--- src/logic/i2cs_pkg.sv ---
// Shared constants and types for the serial interface slave block.
`default_nettype none
package i2cs_pkg;
    // ==========
    // Register byte offsets.
    localparam logic [11:0] OFS_DATA      = 12'h000;
    localparam logic [11:0] OFS_SLAVE_ADR = 12'h004;
    // The SPI second control register shares the address slot.
    localparam logic [11:0] OFS_SPI_CTL2  = OFS_SLAVE_ADR;
    localparam logic [11:0] OFS_CTRL0     = 12'h008;
    localparam logic [11:0] OFS_STATUS    = 12'h00C;

    // ==========
    // Control register 0 fields.
    localparam int MODE_MSB = 7;
    localparam int MODE_LSB = 5;
    localparam int DEB_MSB  = 3;
    localparam int DEB_LSB  = 2;
    localparam int EN_BIT   = 1;
    localparam int ICF_BIT  = 0;

    // ==========
    // Bus status and control register fields.
    localparam int DONE_BIT  = 7;
    localparam int MATCH_BIT = 6;
    localparam int BUSY_BIT  = 5;
    localparam int DIR_BIT   = 4;
    localparam int TXACK_BIT = 3;
    localparam int RDWR_BIT  = 2;
    localparam int WAKE_BIT  = 1;
    localparam int RXACK_BIT = 0;

    // ==========
    // Values after reset.
    localparam logic [7:0] CTRL0_RESET  = 8'hE0;
    localparam logic [7:0] STATUS_RESET = 8'h81;
    localparam logic [7:0] ADR_RESET    = 8'h00;
    localparam logic [7:0] DATA_RESET   = 8'h00;

    // ==========
    // Debounce lengths in system clocks and the index of the last bit of a byte.
    localparam logic [2:0] DEB_SHORT = 3'h2;
    localparam logic [2:0] DEB_LONG  = 3'h4;
    localparam logic [3:0] LAST_BIT  = 4'h7;

    // ==========
    // Operating mode field encodings.
    typedef enum logic [2:0] {
        MODE_SPI_DIV4  = 3'h0,
        MODE_SPI_DIV16 = 3'h1,
        MODE_SPI_DIV64 = 3'h2,
        MODE_SPI_SUB   = 3'h3,
        MODE_SPI_TMR   = 3'h4,
        MODE_SPI_SLV   = 3'h5,
        MODE_I2C_SLV   = 3'h6,
        MODE_UNUSED    = 3'h7
    } mode_e;

    // Link engine states.
    typedef enum logic [2:0] {
        ST_IDLE,
        ST_ADDR,
        ST_RX,
        ST_TX,
        ST_ACK_PREP,
        ST_ACK,
        ST_WAIT
    } link_state_e;
endpackage
`default_nettype wire

--- src/logic/scl_filter_if.sv ---
// Interface between the register block and the clock line filter.
`timescale 1ns/100ps
`default_nettype none
interface scl_filter_if;
    logic       sclRaw;
    logic [1:0] debSel;
    logic       enable;
    logic       sclClean;
    modport owner  (output sclRaw, debSel, enable, input sclClean);
    modport filter (input sclRaw, debSel, enable, output sclClean);
endinterface
`default_nettype wire

--- src/logic/i2c_slave_regif.sv ---
// Serial interface module as an I2C slave with an APB register file.
//
// The address map and the APB slave port were chosen for this implementation.
`timescale 1ns/100ps
`default_nettype none
// Function
// (RULE1) One 8-bit data buffer carries every byte sent or received.
// (RULE2) Software loads the byte to send first and reads received ones.
// (RULE3) Slave address sits in bits 7..1; bit 0 spare, read-write; reset 0.
// (RULE4) The block is selected when a sent address equals the stored one.
// (RULE5) Slave address shares its location with SPI control register 2.
// (RULE6) Three-bit mode picks function; 110 is I2C slave; resets to 111.
// (RULE7) In SPI slave mode the outside master supplies the clock.
// (RULE8) Debounce of the clock input: none, 2 or 4 system clocks.
// (RULE9) With enable low the pins lose function and logic is held idle.
// (RULE10) Enabling I2C keeps direction and ack bits, resets the other flags; the code also keeps the wake enable.
// (RULE11) Incomplete flag only means something in SPI slave mode.
// (RULE12) Complete flag low while shifting, high after a byte, resets high.
// (RULE13) Match flag set on address equality, low otherwise.
// (RULE14) Busy flag set by START and cleared by STOP.
// (RULE15) After 8 received bits the ack bit is driven on the ninth clock.
// (RULE16) Read/write flag captures the direction bit of a matched address.
// (RULE17) Master's ninth-clock ack recorded; a NACK ends transmission.
// (RULE18) Software clears the wake enable after a match wake-up.
// (RULE19) Direction bit makes the slave transmitter or receiver.
// (RULE20) START is SDA falling, STOP SDA rising, with the clock high.
module i2c_slave_regif (
    // Clock and reset.
    input  wire logic        sys_clk,
    input  wire logic        srst,
    // APB slave.
    input  wire logic [11:0] paddr,
    input  wire logic        psel,
    input  wire logic        penable,
    input  wire logic        pwrite,
    input  wire logic [31:0] pwdata,
    output logic      [31:0] prdata,
    output logic             pready,
    output logic             pslverr,
    // I2C pins.
    input  wire logic        sclIn,
    input  wire logic        sdaIn,
    output logic             sdaOut,
    output logic             sdaOe,
    // Events.
    output logic             xferDone,
    output logic             wakeReq
);
    typedef struct packed {
        logic [7:0]            dataBuf;
        logic [7:0]            slaveAdr;
        logic [2:0]            mode;
        logic [1:0]            debSel;
        logic                  enable;
        logic                  icf;
        logic                  done;
        logic                  match;
        logic                  busy;
        logic                  dirTx;
        logic                  txAck;
        logic                  mstRd;
        logic                  wakeEn;
        logic                  rxAck;
        i2cs_pkg::link_state_e st;
        logic [7:0]            shift;
        logic [3:0]            bitCnt;
        logic                  fromAdr;
        logic                  sclPrev;
        logic                  sdaPrev;
        logic [31:0]           prdata;
        logic                  pready;
        logic                  pslverr;
        logic                  sdaOut;
        logic                  sdaOe;
        logic                  xferDone;
        logic                  wakeReq;
    } state_s;

    state_s       r;
    state_s       n;
    scl_filter_if flt ();

    logic         i2cOn;
    logic         sclRise;
    logic         sclFall;
    logic         startDet;
    logic         stopDet;
    logic         access;
    logic         mapped;
    logic         wrEn;
    logic [7:0]   rd8;
    logic [7:0]   byteIn;

    // ==========
    // Clock line filter.
    scl_debounce u_deb (
        .sys_clk (sys_clk),
        .srst    (srst),
        .flt     (flt)
    );

    // The filter only runs in I2C mode so it draws nothing otherwise.
    assign flt.sclRaw = sclIn;
    assign flt.debSel = r.debSel; // RULE8
    assign flt.enable = i2cOn; // RULE9

    // ==========
    // Bus events seen on the filtered clock and the data line.
    always_comb begin
        i2cOn = r.enable &&
                r.mode == i2cs_pkg::MODE_I2C_SLV; // RULE6
        sclRise = flt.sclClean & ~r.sclPrev;
        sclFall = ~flt.sclClean & r.sclPrev;
        startDet = flt.sclClean & r.sclPrev
                   & r.sdaPrev & ~sdaIn; // RULE20
        stopDet = flt.sclClean & r.sclPrev
                  & ~r.sdaPrev & sdaIn; // RULE20
        byteIn = {r.shift[6:0], sdaIn};
    end

    // ==========
    // Register decode and read data.
    always_comb begin
        access = psel & penable;
        mapped = 1'b1;
        unique case (paddr)
            i2cs_pkg::OFS_DATA: begin
                rd8 = r.dataBuf;
            end
            i2cs_pkg::OFS_SLAVE_ADR: begin
                rd8 = r.slaveAdr; // RULE5
            end
            i2cs_pkg::OFS_CTRL0: begin
                // Bit 4 is not implemented and reads zero.
                rd8 = {r.mode, 1'b0, r.debSel, r.enable, r.icf};
            end
            i2cs_pkg::OFS_STATUS: begin
                rd8 = {r.done, r.match, r.busy, r.dirTx,
                       r.txAck, r.mstRd, r.wakeEn, r.rxAck};
            end
            default: begin
                rd8 = 8'h00;
                mapped = 1'b0;
            end
        endcase
        wrEn = access & r.pready & pwrite & mapped;
    end

    // ==========
    // Next state: bus slave, register writes, then the link engine.
    always_comb begin
        n = r;
        n.xferDone = 1'b0;
        n.wakeReq = 1'b0;
        n.sdaOut = 1'b0;
        n.sclPrev = flt.sclClean;
        n.sdaPrev = sdaIn;

        // One wait state: the answer is registered so every bus
        // output comes from a flip-flop.
        if (access && !r.pready) begin
            n.pready = 1'b1;
            n.pslverr = ~mapped;
            n.prdata = {24'h000000, rd8};
        end else begin
            n.pready = 1'b0;
            n.pslverr = 1'b0;
            n.prdata = 32'h00000000;
        end

        // Writes land at the edge that completes the access.
        if (wrEn) begin
            unique case (paddr)
                i2cs_pkg::OFS_DATA: begin
                    n.dataBuf = pwdata[7:0]; // RULE2
                end
                i2cs_pkg::OFS_SLAVE_ADR: begin
                    n.slaveAdr = pwdata[7:0]; // RULE3
                end
                i2cs_pkg::OFS_CTRL0: begin
                    n.mode = pwdata[i2cs_pkg::MODE_MSB:
                                    i2cs_pkg::MODE_LSB]; // RULE6
                    n.debSel = pwdata[i2cs_pkg::DEB_MSB:
                                      i2cs_pkg::DEB_LSB];
                    n.enable = pwdata[i2cs_pkg::EN_BIT];
                    // Stored only; no logic in this block uses it.
                    n.icf = pwdata[i2cs_pkg::ICF_BIT]; // RULE11
                end
                default: begin
                    n.dirTx = pwdata[i2cs_pkg::DIR_BIT];
                    n.txAck = pwdata[i2cs_pkg::TXACK_BIT];
                    n.wakeEn = pwdata[i2cs_pkg::WAKE_BIT];
                end
            endcase
        end

        // Enabling in I2C mode resets the status flags only.
        if (!r.enable && n.enable &&
            n.mode == i2cs_pkg::MODE_I2C_SLV) begin
            n.done = 1'b1; // RULE10
            n.match = 1'b0;
            n.busy = 1'b0;
            n.mstRd = 1'b0;
            n.rxAck = 1'b1;
        end

        if (!i2cOn) begin
            // Pins released and engine parked while disabled.
            n.st = i2cs_pkg::ST_IDLE; // RULE9
            n.sdaOe = 1'b0;
        end else if (startDet) begin
            // A repeated START also restarts address reception.
            n.busy = 1'b1; // RULE14
            n.st = i2cs_pkg::ST_ADDR;
            n.bitCnt = 4'h0;
            n.done = 1'b0; // RULE12
            n.match = 1'b0;
            n.sdaOe = 1'b0;
        end else if (stopDet) begin
            n.busy = 1'b0; // RULE14
            n.match = 1'b0;
            n.st = i2cs_pkg::ST_IDLE;
            n.sdaOe = 1'b0;
        end else begin
            unique case (r.st)
                i2cs_pkg::ST_IDLE, i2cs_pkg::ST_WAIT: begin
                    n.sdaOe = 1'b0;
                end
                i2cs_pkg::ST_ADDR, i2cs_pkg::ST_RX: begin
                    if (sclRise) begin
                        n.shift = byteIn; // RULE1
                        n.bitCnt = r.bitCnt + 4'h1;
                        if (r.bitCnt == i2cs_pkg::LAST_BIT) begin
                            n.bitCnt = 4'h0;
                            n.done = 1'b1; // RULE12
                            n.xferDone = 1'b1; // RULE12
                            n.st = i2cs_pkg::ST_ACK_PREP;
                            n.fromAdr = r.st == i2cs_pkg::ST_ADDR;
                            if (r.st == i2cs_pkg::ST_RX) begin
                                n.dataBuf = byteIn; // RULE1
                            end else if (byteIn[7:1] ==
                                         r.slaveAdr[7:1]) begin
                                n.match = 1'b1; // RULE4 RULE13
                                n.mstRd = byteIn[0]; // RULE16
                                n.wakeReq = r.wakeEn; // RULE18
                            end else begin
                                // Another slave is addressed.
                                n.match = 1'b0; // RULE13
                                n.st = i2cs_pkg::ST_WAIT;
                            end
                        end
                    end
                end
                i2cs_pkg::ST_TX: begin
                    if (sclRise) begin
                        n.shift = {r.shift[6:0], 1'b0};
                        n.bitCnt = r.bitCnt + 4'h1;
                        if (r.bitCnt == i2cs_pkg::LAST_BIT) begin
                            n.bitCnt = 4'h0;
                            n.done = 1'b1; // RULE12
                            n.xferDone = 1'b1;
                            n.fromAdr = 1'b0;
                            n.st = i2cs_pkg::ST_ACK_PREP;
                        end
                    end else if (sclFall) begin
                        // Open drain: enable pulls the line low.
                        n.sdaOe = ~r.shift[7];
                    end
                end
                i2cs_pkg::ST_ACK_PREP: begin
                    if (sclFall) begin
                        n.st = i2cs_pkg::ST_ACK;
                        if (r.fromAdr) begin
                            n.sdaOe = 1'b1; // RULE4
                        end else if (r.dirTx) begin
                            // Master owns the line for its ack.
                            n.sdaOe = 1'b0;
                        end else begin
                            n.sdaOe = ~r.txAck; // RULE15
                        end
                    end
                end
                i2cs_pkg::ST_ACK: begin
                    if (sclRise && !r.fromAdr && r.dirTx) begin
                        n.rxAck = sdaIn; // RULE17
                    end else if (sclFall) begin
                        n.bitCnt = 4'h0;
                        if (r.dirTx &&
                            (r.fromAdr || !r.rxAck)) begin
                            n.st = i2cs_pkg::ST_TX; // RULE19
                            n.shift = r.dataBuf; // RULE1
                            n.sdaOe = ~r.dataBuf[7];
                            n.done = 1'b0; // RULE12
                        end else if (r.dirTx) begin
                            // NACK: free the line for STOP.
                            n.st = i2cs_pkg::ST_WAIT; // RULE17
                            n.sdaOe = 1'b0;
                        end else begin
                            n.st = i2cs_pkg::ST_RX; // RULE19
                            n.sdaOe = 1'b0;
                            n.done = 1'b0; // RULE12
                        end
                    end
                end
                default: begin
                    n.st = i2cs_pkg::ST_IDLE;
                    n.sdaOe = 1'b0;
                end
            endcase
        end

        // Synchronous reset overrides everything above.
        if (srst) begin
            n = '0;
            n.dataBuf = i2cs_pkg::DATA_RESET;
            n.slaveAdr = i2cs_pkg::ADR_RESET; // RULE3
            {n.mode, n.debSel, n.enable, n.icf} =
                {i2cs_pkg::CTRL0_RESET[7:5],
                 i2cs_pkg::CTRL0_RESET[3:0]}; // RULE6
            {n.done, n.match, n.busy, n.dirTx,
             n.txAck, n.mstRd, n.wakeEn, n.rxAck} =
                i2cs_pkg::STATUS_RESET; // RULE12
            n.sclPrev = 1'b1;
            n.sdaPrev = 1'b1;
        end
    end

    // ==========
    // State register.
    always_ff @(posedge sys_clk) begin
        r <= n;
    end

    // ==========
    // Outputs come straight from the state register.
    assign prdata   = r.prdata;
    assign pready   = r.pready;
    assign pslverr  = r.pslverr;
    assign sdaOut   = r.sdaOut;
    assign sdaOe    = r.sdaOe;
    assign xferDone = r.xferDone;
    assign wakeReq  = r.wakeReq;
endmodule // i2c_slave_regif
`default_nettype wire

--- src/logic/scl_debounce.sv ---
// Debounce filter for the serial clock input.
`timescale 1ns/100ps
`default_nettype none
module scl_debounce (
    // Clock and reset.
    input  wire logic     sys_clk,
    input  wire logic     srst,
    // Filter connection.
    scl_filter_if.filter  flt
);
    typedef struct packed {
        logic       level;
        logic [2:0] cnt;
    } deb_s;

    deb_s       r;
    deb_s       n;
    logic [2:0] need;

    // ==========
    // A change is accepted once it has stood for the selected length.
    always_comb begin
        n = r;
        need = flt.debSel[1] ? i2cs_pkg::DEB_LONG :
               flt.debSel[0] ? i2cs_pkg::DEB_SHORT : 3'h0;
        if (!flt.enable) begin
            n.level = 1'b1;
            n.cnt = 3'h0;
        end else if (flt.sclRaw == r.level) begin
            n.cnt = 3'h0;
        end else if (need == 3'h0 || r.cnt + 3'h1 >= need) begin
            n.level = flt.sclRaw; // RULE8
            n.cnt = 3'h0;
        end else begin
            n.cnt = r.cnt + 3'h1;
        end
        if (srst) begin
            n.level = 1'b1;
            n.cnt = 3'h0;
        end
    end

    // State register.
    always_ff @(posedge sys_clk) begin
        r <= n;
    end

    assign flt.sclClean = r.level;
endmodule // scl_debounce
`default_nettype wire

--- config.mk ---
export PLATFORM = sky130hd
export DESIGN_NAME = i2c_slave_regif
export DESIGN_NICKNAME = d
export VERILOG_FILES = /design/src/logic/i2cs_pkg.sv /design/src/logic/scl_filter_if.sv /design/src/logic/i2c_slave_regif.sv /design/src/logic/scl_debounce.sv
export SDC_FILE = /design/constraint.sdc
export NUM_CORES = 1
export LEC_CHECK = 0
export BUFFER_PORTS_ARGS = -buffer_cell sky130_fd_sc_hd__buf_2
export CAP_MARGIN = 20
export CORE_MARGIN = 8
export CORE_UTILIZATION = 30
export CTS_CLUSTER_DIAMETER = 30
export DETAILED_ROUTE_END_ITERATION = 10
export PLACE_DENSITY = 0.51
export SYNTH_ARGS = -nofsm -noshare
export SYNTH_HDL_FRONTEND = slang
export SYNTH_SLANG_ARGS = --single-unit
--- constraint.sdc ---
create_clock -name sys_clk -period 3.2 [get_ports sys_clk]
set_input_delay 0.64 -clock sys_clk [delete_from_list [all_inputs] [get_ports sys_clk]]
set_output_delay 0.64 -clock sys_clk [all_outputs]
set_load 0.02 [all_outputs]
# Yosys cells after proc, flatten, opt, wreduce, memory -nomap -nowiden
# Cells that the tools add are included.
dict set report word_totals {
  register_bits 91
  word_cells 225
  output_inout_bits 38
}
dict set report classes {
  n_reduce_logical 38
  magnitude_cmp 1
  n_eq_ne 37
  n_bitwise 30
  n_mux 86
  add_sub_neg 2
}
# operator n
set op_table {}
lappend op_table {{$mux W8} 10}
lappend op_table {{$mux W1} 40}
lappend op_table {{$pmux W12 S3} 1}
lappend op_table {{$mux W3} 11}
lappend op_table {{$mux W16} 2}
lappend op_table {{$pmux W8 S4} 1}
lappend op_table {{$mux W15} 2}
lappend op_table {{$ne A4 B4 Y1 const B} 7}
lappend op_table {{$eq A12 B4 Y1 const B} 2}
lappend op_table {{$reduce_and A8 Y1} 3}
lappend op_table {{$mux W23} 1}
lappend op_table {{$ne A2 B2 Y1 const B} 11}
lappend op_table {{$not A1 Y1} 19}
lappend op_table {{$mux W2} 8}
lappend op_table {{$eq A3 B3 Y1 const B} 5}
lappend op_table {{$mux W5} 3}
lappend op_table {{$ne A3 B3 Y1 const B} 5}
lappend op_table {{$pmux W3 S5} 1}
lappend op_table {{$eq A12 B3 Y1 const B} 1}
lappend op_table {{$logic_not A12 Y1} 1}
lappend op_table {{$reduce_or A4 Y1} 3}
lappend op_table {{$and A1 B1 Y1} 11}
lappend op_table {{$reduce_and A9 Y1} 1}
lappend op_table {{$reduce_or A9 Y1} 1}
lappend op_table {{25 further kinds} 44}

# Longest topological paths before layout
# Gate-level depths: netlist of the first run.
dict set report logic_depth {
  word_depth 16
  depth_mapped 8
  mapped_depth_nobuf 8
}

# By module
# A second synthesis of the first run with hierarchy kept.
dict set report unflattened {
  cells_unflattened 395
  area_unflattened_um2 3692.3
}
# mod cells_per_inst area_per_inst_um2 n_inst
set by_module_without_submodules {}
lappend by_module_without_submodules {i2c_slave_regif 371 3444.6 1}
lappend by_module_without_submodules {scl_debounce 24 247.7 1}

# Least setup slack after synthesis of the first run
# OpenSTA, ideal clock, no wires.
dict set report synth_timing {
  kind {input port to flip-flop}
  from {in sdaIn}
  to {reg r, in the netlist byteIn[6]}
  required_ps 3084
  stages 6
  slack_ps 1226
  arrival_ps 1858
  cell_sequence {buf_2 xnor2_1 o221ai_1 buf_2 nor3_1 a31o_2}
}
dict set report synth_via {
  elab_chain_len 4
  elab_cells_between_ends 6
  classes_between {bitwise: 5; reduce/logical: 1}
}
# element line
set synth_lines {}
lappend synth_lines {{start, declared} i2c_slave_regif.sv:42} ;# input wire logic sdaIn,
lappend synth_lines {{$not A1 Y1} i2c_slave_regif.sv:115} ;# & r.sdaPrev & ~sdaIn;
lappend synth_lines {{$and A1 B1 Y1} i2c_slave_regif.sv:115}
lappend synth_lines {{$not A1 Y1 (no line)} --}
lappend synth_lines {{$reduce_and A9 Y1 (no line) *} --}
lappend synth_lines {{end signal, assigned} i2c_slave_regif.sv:331} ;# r <= n;
lappend synth_lines {{end, declared} i2c_slave_regif.sv:79} ;# state_s r;
# Every way passes the cells marked *; elsewhere a longest branch is shown, timed or not.
# A chain may end at the register's enable or synchronous reset.

# Final worst setup path of the first run
dict set report layout_timing {
  from {reg r[55] in the netlist's numbering}
  to {reg r[44] in the netlist's numbering}
}
dict set report layout_via {
  elab_chain_len 5
  elab_cells_between_ends 14
  classes_between {eq/ne: 8; mux: 3; reduce/logical: 3}
}
# element line
set layout_lines {}
lappend layout_lines {{$eq A3 B1 Y1 or $eq A3 B2 Y1 (tied branches)} i2c_slave_regif.sv:225} ;# unique case (r.st)
lappend layout_lines {{$reduce_or A2 Y1} i2c_slave_regif.sv:225}
lappend layout_lines {{$pmux W12 S3} i2c_slave_regif.sv:225}
lappend layout_lines {{$mux W5} i2c_slave_regif.sv:219} ;# end else if (stopDet) begin
lappend layout_lines {{$mux W4} i2c_slave_regif.sv:211} ;# end else if (startDet) begin
# Parallel ways exist; a longest one is shown, timed or not. The select of a mux whose other input is x is not followed.

==> impl_results.md, run 1 <==
* CTS H-tree depth at 3
* Vias in the first global route at slightly below 3000
* DRC Markers at 0
* Fin nets at 473
* Mapped Area at between 0.003 and 0.004 sq mm
* Synth async-reset ratio at 0%
* Yosys cell types at between 50 and 60
* Mean Syn Cell Area at between 9 and 10 sq um
* Placed Cells at approximately 550
* Critical path class: reg -> reg
* Setup ws final at 0.946 ns
* Setup bufs post-CTS at 0
* Biggest area consumer among synthesized cells: dfxtp_1
* Antenna violation net count after detailed routing at 0
* Most used flip-flop cell after synthesis: dfxtp_1
* CP endpoint kind: flop
* CTS tree: yes
* Worst Path Arrival at around 2.5 ns
* Pleak at 1.62 nW
* Global Route Usage Sum at 11.7%
* Synth area leaders: dfxtp_1 37%, mux2i_1 10%, buf_4 6.9%
* Number of synthesized flops with an enable pin at 0
* I/O Buffers at 39
* PostCTS Resize Cnt at 0
* Dpl hpwl at between 6000 and 7000 um
* # fillers at approximately 1200
* Die span in y at approximately 130 um
* GRT overflow at 0
* Gate Count Post-Synth at between 300 and 400
* # hold bufs at CTS at 0
* CP max stage cell: dfxtp_1
* Fmax at 0.444 GHz
* Final cell count without fillers at 570
* Initial core utilization at between 30% and 40%
* Share of layout cells above drive strength 1 at approximately a fifth
* Ant diodes at 0
* Largest net degree at the start of global routing at 25
* Clock sink total at 66
* Vias/cell at 4.99
* Total wire length at 9140 um
* Die W at 125 um
* Yosys warning count at 0
* CP Cell Sequence: nand3b_1 > buf_4 > o21ai_0 > o211ai_1 > or4_1 > a21oi_1
* CP max stage delay at approximately 0.73 ns
* Final hold vios at 0
* Worst path top cell family by delay: flip-flops
* Status: completed
* Ports at 89
* Root cell of the clock tree: clkbuf_16
* Drt first pass iters at 4
* Clk pin slew, worst setup/hold paths at approximately 0.060 ns
* P&R area growth vs syn at 14.0%
* Core ar. at ~0.012 sq mm
* Post-route cell area at around 0.0041 sq mm
* Crit Path Max Fanout at 20
* Rows at 40
* Post-route clock period utilization at 70.4%
* Maxcap violations at 0
* FF+latch count, synth at 66
* Commonest cells in the synthesized netlist: 66 x dfxtp_1, 40 x nor2_1, 36 x mux2i_1
* Via count at approximately 2800
* Power density over the cells at between 400 and 500 mW/mm^2
* Clock Tree Buf Depth at 2
* DP Area at about 0.0038 sq mm
* Latest clock arrival within the worst-skew pair at 0.34 ns
* Fin Setup TNS at 0 ns
* Place WS at around 0.85 ns
* Worst Hold Class: reg -> reg
* Worst slew margin at between 50% and 60%
* RSZ-0062 raised after global routing: false
* Sequential area share after synthesis at between 30 and 40%
* Post-synth top area share at a little under two fifths
* Max VDD drop at roughly 0.22 mV
* Final setup violation count at 0
* Worst clock skew at approximately 0.0095 ns
* Final min period at between 2 and 2.5 ns
* Overall power at roughly 2.0 mW
* Initial antenna violation count at 0
* CP required at about 3.5 ns
* DIE AREA at 0.0157 sq mm
* Slew @ Worst Pin at 0.706 ns
* Initial drt markers at about 160
* Count leader, synth: dfxtp_1
* First-pass GRT wire length at around 15000 um
* Worst path bufs/invs at 1
* CTS Buf Count at 9
* Wire per inst at 16.0 um
* Max-slew violations at 0
* CP startpoint kind: flop
* GP Congestion at 0.826
worst register-to-register path, cell delays in order (launching register included):
cell and delay [ns]:
dfxtp_1 0.73, nand3b_1 0.13, buf_4 0.23, o21ai_0 0.16, o211ai_1 0.23, or4_1 0.58, a21oi_1 0.13
cells by family after synthesis:
logic type	after synthesis	synth area share (%)
AOI/OAI and AO/OA	63	12.1
xor gates and xnor gates	11	2.68
adders and majority gates	4	1.39
buffers and inverters	61	10.2
DFF	66	36.8
muxes	44	14.7
other	1	0.104
and+or+nand+nor	141	22.1
flip-flops by register name, summed over array words and instances (netlist names):
| name | flops |
|---|---|
| pready | 1 |
| pslverr | 1 |
| byteIn | 7 |
| flt.debSel | 2 |
| prdata | 8 |
| r | 40 |
| sdaOe | 1 |
| wakeReq | 1 |
| u_deb.r | 3 |
| u_deb.flt.sclClean | 1 |
| xferDone | 1 |
final timing paths:
path	slack, ns	cells past startpoint	end	startpoint
max	0.95	6	r[44]	r[55]
min reg2reg	0.45	1	u_deb.r[0]	u_deb.r[0]
max reg2reg	0.95	6	r[44]	r[55]
min	0.45	1	u_deb.r[0]	u_deb.r[0]
metal layers:
| layer | global-route usage (%) | share of wire, % | vias to the layer above | wire length (um) |
|---|---|---|---|---|
| li1 | - | - | 1405 | - |
| met1 | 14.2 | 46 | 1366 | 4180 |
| met2 | 19.2 | 48 | 68 | 4350 |
| met3 | 4.08 | 5.8 | 7 | 527 |
| met4 | 3.01 | 0.93 | 0 | 85 |
| met5 | 0 | 0 | - | 0 |
power by group:
group	switching [mW]	total (mW)	internal, mW	leakage [nW]
Combinational	0.0766	0.108	0.0310	0.930
Sequential	0.00106	0.824	0.823	0.532
Clock	0.386	1.07	0.688	0.160
layout by cell type, fill, tap and decap left out, drive strengths merged, types with 4 or more instances in the layout:
master	count
xor2	9
nor2b	12
a31o	7
nor3b	4
nand2	25
nand2b	4
nand4b	5
nand3	9
nor4	5
buf	45
clkbuf	9
mux2i	36
o211ai	6
nor3	16
inv	10
dfxtp	66
conb	25
o21ai	14
nor2	40
a21oi	11
a211oi	11
mux4	7
ha	4
metrics by stage:
step,utilization [%],hold WS [ns]
after floorplan,-,0.418
after global placement,31.8,0.434
after detailed placement,31.8,0.441
after CTS,34.5,0.448
after global routing,34.5,0.477
final,34.5,0.447
final cells by class:
cell class / instances / area [sq um] / area share [%]
multi-input cells: 288 / 2000 / 48.7
repair buffers: 45 / 240 / 5.86
inverters: 8 / 30.0 / 0.733
clock inverters: 7 / 100 / 2.44
clock buffers: 9 / 225 / 5.50
well taps: 147 / 184 / 4.49
flip-flops and latches: 66 / 1320 / 32.3
Power figures use the tool's default switching activity.
==> run 2, diff against run 1 <==
PLACE_DENSITY = 0.53   (was 0.51)
clock period = 2.05 ns   (was 3.2 ns; I/O delays follow)
==> run 2 against run 1 <==
- largest power group unchanged
- first-iteration DRC count grew 38%
- power grew 57%
- global-route usage grew 0.21 points
- sequential cell count is the same
- core utilization grew 2.1 points
- clock power grew 58%
- final area grew 6.0%
- cell count grew 4.9%
- hold slack lost 0.12 ns
- sequential share of layout area shrank 1.7 points
- clock skew shrank 0.0024 ns
==> impl_results.md, run 2 (synthesis gave the netlist of run 1 again) <==
* Status: completed
* Net Sw Power at 0.741 mW (+60%)
* P_int at 2.42 mW (+57%)
* GRT Max-Usage Layer: met2
* Commonest non-fill, non-tap cell in the layout: dfxtp_1
* I/O Buffers at 39 (unchanged)
* Via count at 2940 (+3.3%)
* Critical path class: reg -> reg
* Most frequent cells in the layout: 63 x dfxtp_1, 40 x nor2_1, 39 x buf_2
* First-pass GRT wire length at 15100 um (+0.55%)
* Max-slew violations at 0 (unchanged)
* Met2 usage at 19.4% (+0.13 points)
* GRT overflow at 0 (unchanged)
* Die W at 125 um (unchanged)
* Max VDD drop at 0.330 mV (+50%)
* CTS H-tree depth at 3 (unchanged)
* Crit Path Max Fanout at 4 (-80%)
* Worst clock skew at 0.00711 ns (-0.00236 ns)
* CP required at 2.27 ns (-1.19 ns)
* Clock Tree Buf Depth at 2 (unchanged)
* Pleak at 1.76 nW (+8.7%)
* Dpl hpwl at 7040 um (+3.7%)
* Vias/cell at 4.92 (-1.5%)
* Initial core utilization at 30.3% (unchanged)
* Met3 Usage GRT at 3.57% (-0.51 points)
* Total wire length at 9250 um (+1.2%)
* Clock share of power at 53.6% (about the same)
* Fin util at 36.6% (+2.1 points)
* CTS Buf Count at 9 (unchanged)
* Ports at 89 (unchanged)
* Initial antenna violation count at 0 (unchanged)
* Comb power frac at 5.7% (+0.3 points)
* GP Congestion at 0.829 (+0.28%)
* Fmax at 0.531 GHz (+20%)
* Placed Cells at 580 (+4.7%)
* DP Area at 0.00397 sq mm (+5.2%)
* RSZ-0062 raised after global routing: false
* Latest clock arrival within the worst-skew pair at 0.33 ns (about the same)
* Top reg by flops: r
* Share of layout cells above drive strength 1 at 26.6% (+6.3 points)
* P&R area growth vs syn at 20.9%
* CP startpoint kind: flop
* Drt first pass iters at 4 (unchanged)
* Wire per inst at 15.5 um (-3.5%)
* Die span in y at 125 um (unchanged)
* Switching Fraction at 23.4% (+0.33 points)
* Post-route clock period utilization at 91.8% (+21 points)
* CP endpoint kind: flop
* Clock sink total at 66 (unchanged)
* Worst Hold Class: in -> reg
* Max reg flops at 40 (unchanged)
* Antenna violation net count after detailed routing at 0 (unchanged)
* Final setup violation count at 0 (unchanged)
* Final cell count without fillers at 598 (+4.9%)
* Global Route Usage Sum at 11.9% (+0.21 points)
* DRC Markers at 0 (unchanged)
* Worst Path Arrival at 2.10 ns (-0.42 ns)
* Fin nets at 501 (+5.9%)
* Core ar. at 0.0119 sq mm (unchanged)
* Rows at 40 (unchanged)
* Reg power frac at 40.7% (-0.4 points)
* Root cell of the clock tree: clkbuf_16
* DIE AREA at 0.0157 sq mm (unchanged)
* Vias in the first global route at 2930 (+1.6%)
* # hold bufs at CTS at 0 (unchanged)
* Met1 track demand over resource at 14.5% (+0.32 points)
* CTS tree: yes
* Largest net degree at the start of global routing at 17 (-32%)
* Final min period at 1.88 ns (-0.372 ns)
* Ant diodes at 0 (unchanged)
* Post-route cell area at 0.00434 sq mm (+6.0%)
* Power density over the cells at 728 mW/mm^2 (+49%)
* # fillers at 1209 (-2.5%)
* Clk pin slew, worst setup/hold paths at 0.06 ns (about the same)
* Maxcap violations at 0 (unchanged)
* Initial drt markers at 223 (+38%)
* Fin Setup TNS at 0 ns (unchanged)
* Final hold vios at 0 (unchanged)
==> run 2: cell types whose count changed in the layout (fill, tap and decap cells not counted), sizes merged <==
cell / delta
inv: -1
buf: +28
clkinv: +1
==> run 2: what timing repair did <==
item                       in CTS  in global routing
setup buffers                   0                  2
setup endpoints to repair       0                  3
gates resized for setup         0                  8
==> run 2: worst max-delay path: stages, from the launching register on <==
cell	delay [ns]
dfxtp_2	0.37
ha_4	0.16
nand3b_1	0.14
a311o_1	0.35
a211oi_4	0.33
a221oi_2	0.09
nor4_1	0.32
==> run 2: power by group through the flow <==
| stage | clock network [mW] | logic (mW) | registers, mW |
|---|---|---|---|
| 2_1_floorplan | 0 | 0.141 | 1.32 |
| 3_3_place_gp | 0 | 0.176 | 1.32 |
| 6_report | 1.69 | 0.180 | 1.29 |
| 4_1_cts | 1.73 | 0.178 | 1.29 |
| 5_1_grt | 1.78 | 0.196 | 1.29 |
| 3_5_place_dp | 0 | 0.178 | 1.32 |
==> run 2: layout make-up <==
cell class | count | area [sq um] | area share, %
Sequential cell | 66 | 1330 | 30.5
Multi-Input combinational cell | 288 | 2030 | 46.6
Timing Repair Buffer | 73 | 450 | 10.4
Clock inverter | 7 | 103 | 2.36
Tap cell | 147 | 184 | 4.24
Clock buffer | 9 | 225 | 5.19
Inverter | 8 | 30.0 | 0.691
==> run 2: path summary, 6_finish.rpt <==
check        startpoint                 end  slack, ns  cells after the start
max               r[41]               r[53]       0.17                      6
min               sclIn  u_deb.flt.sclClean       0.33                      3
max reg2reg       r[41]               r[53]       0.17                      6
min reg2reg  u_deb.r[0]          u_deb.r[0]       0.45                      1
==> run 2: per-stage QoR <==
step	power [mW]	worst slack (ns)	hold WS (ns)
after global routing	3.26	0.0300	0.342
after floorplan	1.46	0.284	0.418
after CTS	3.19	0.00471	0.320
final	3.16	0.168	0.325
after detailed placement	1.49	0.0192	0.445
after global placement	1.49	0.0999	0.433
==> run 2: metal layers <==
metal  up-vias  wire, um
met5         -         0
met4         0        90
met3         9       422
met2        53      4350
met1      1421      4390
li1       1457         -
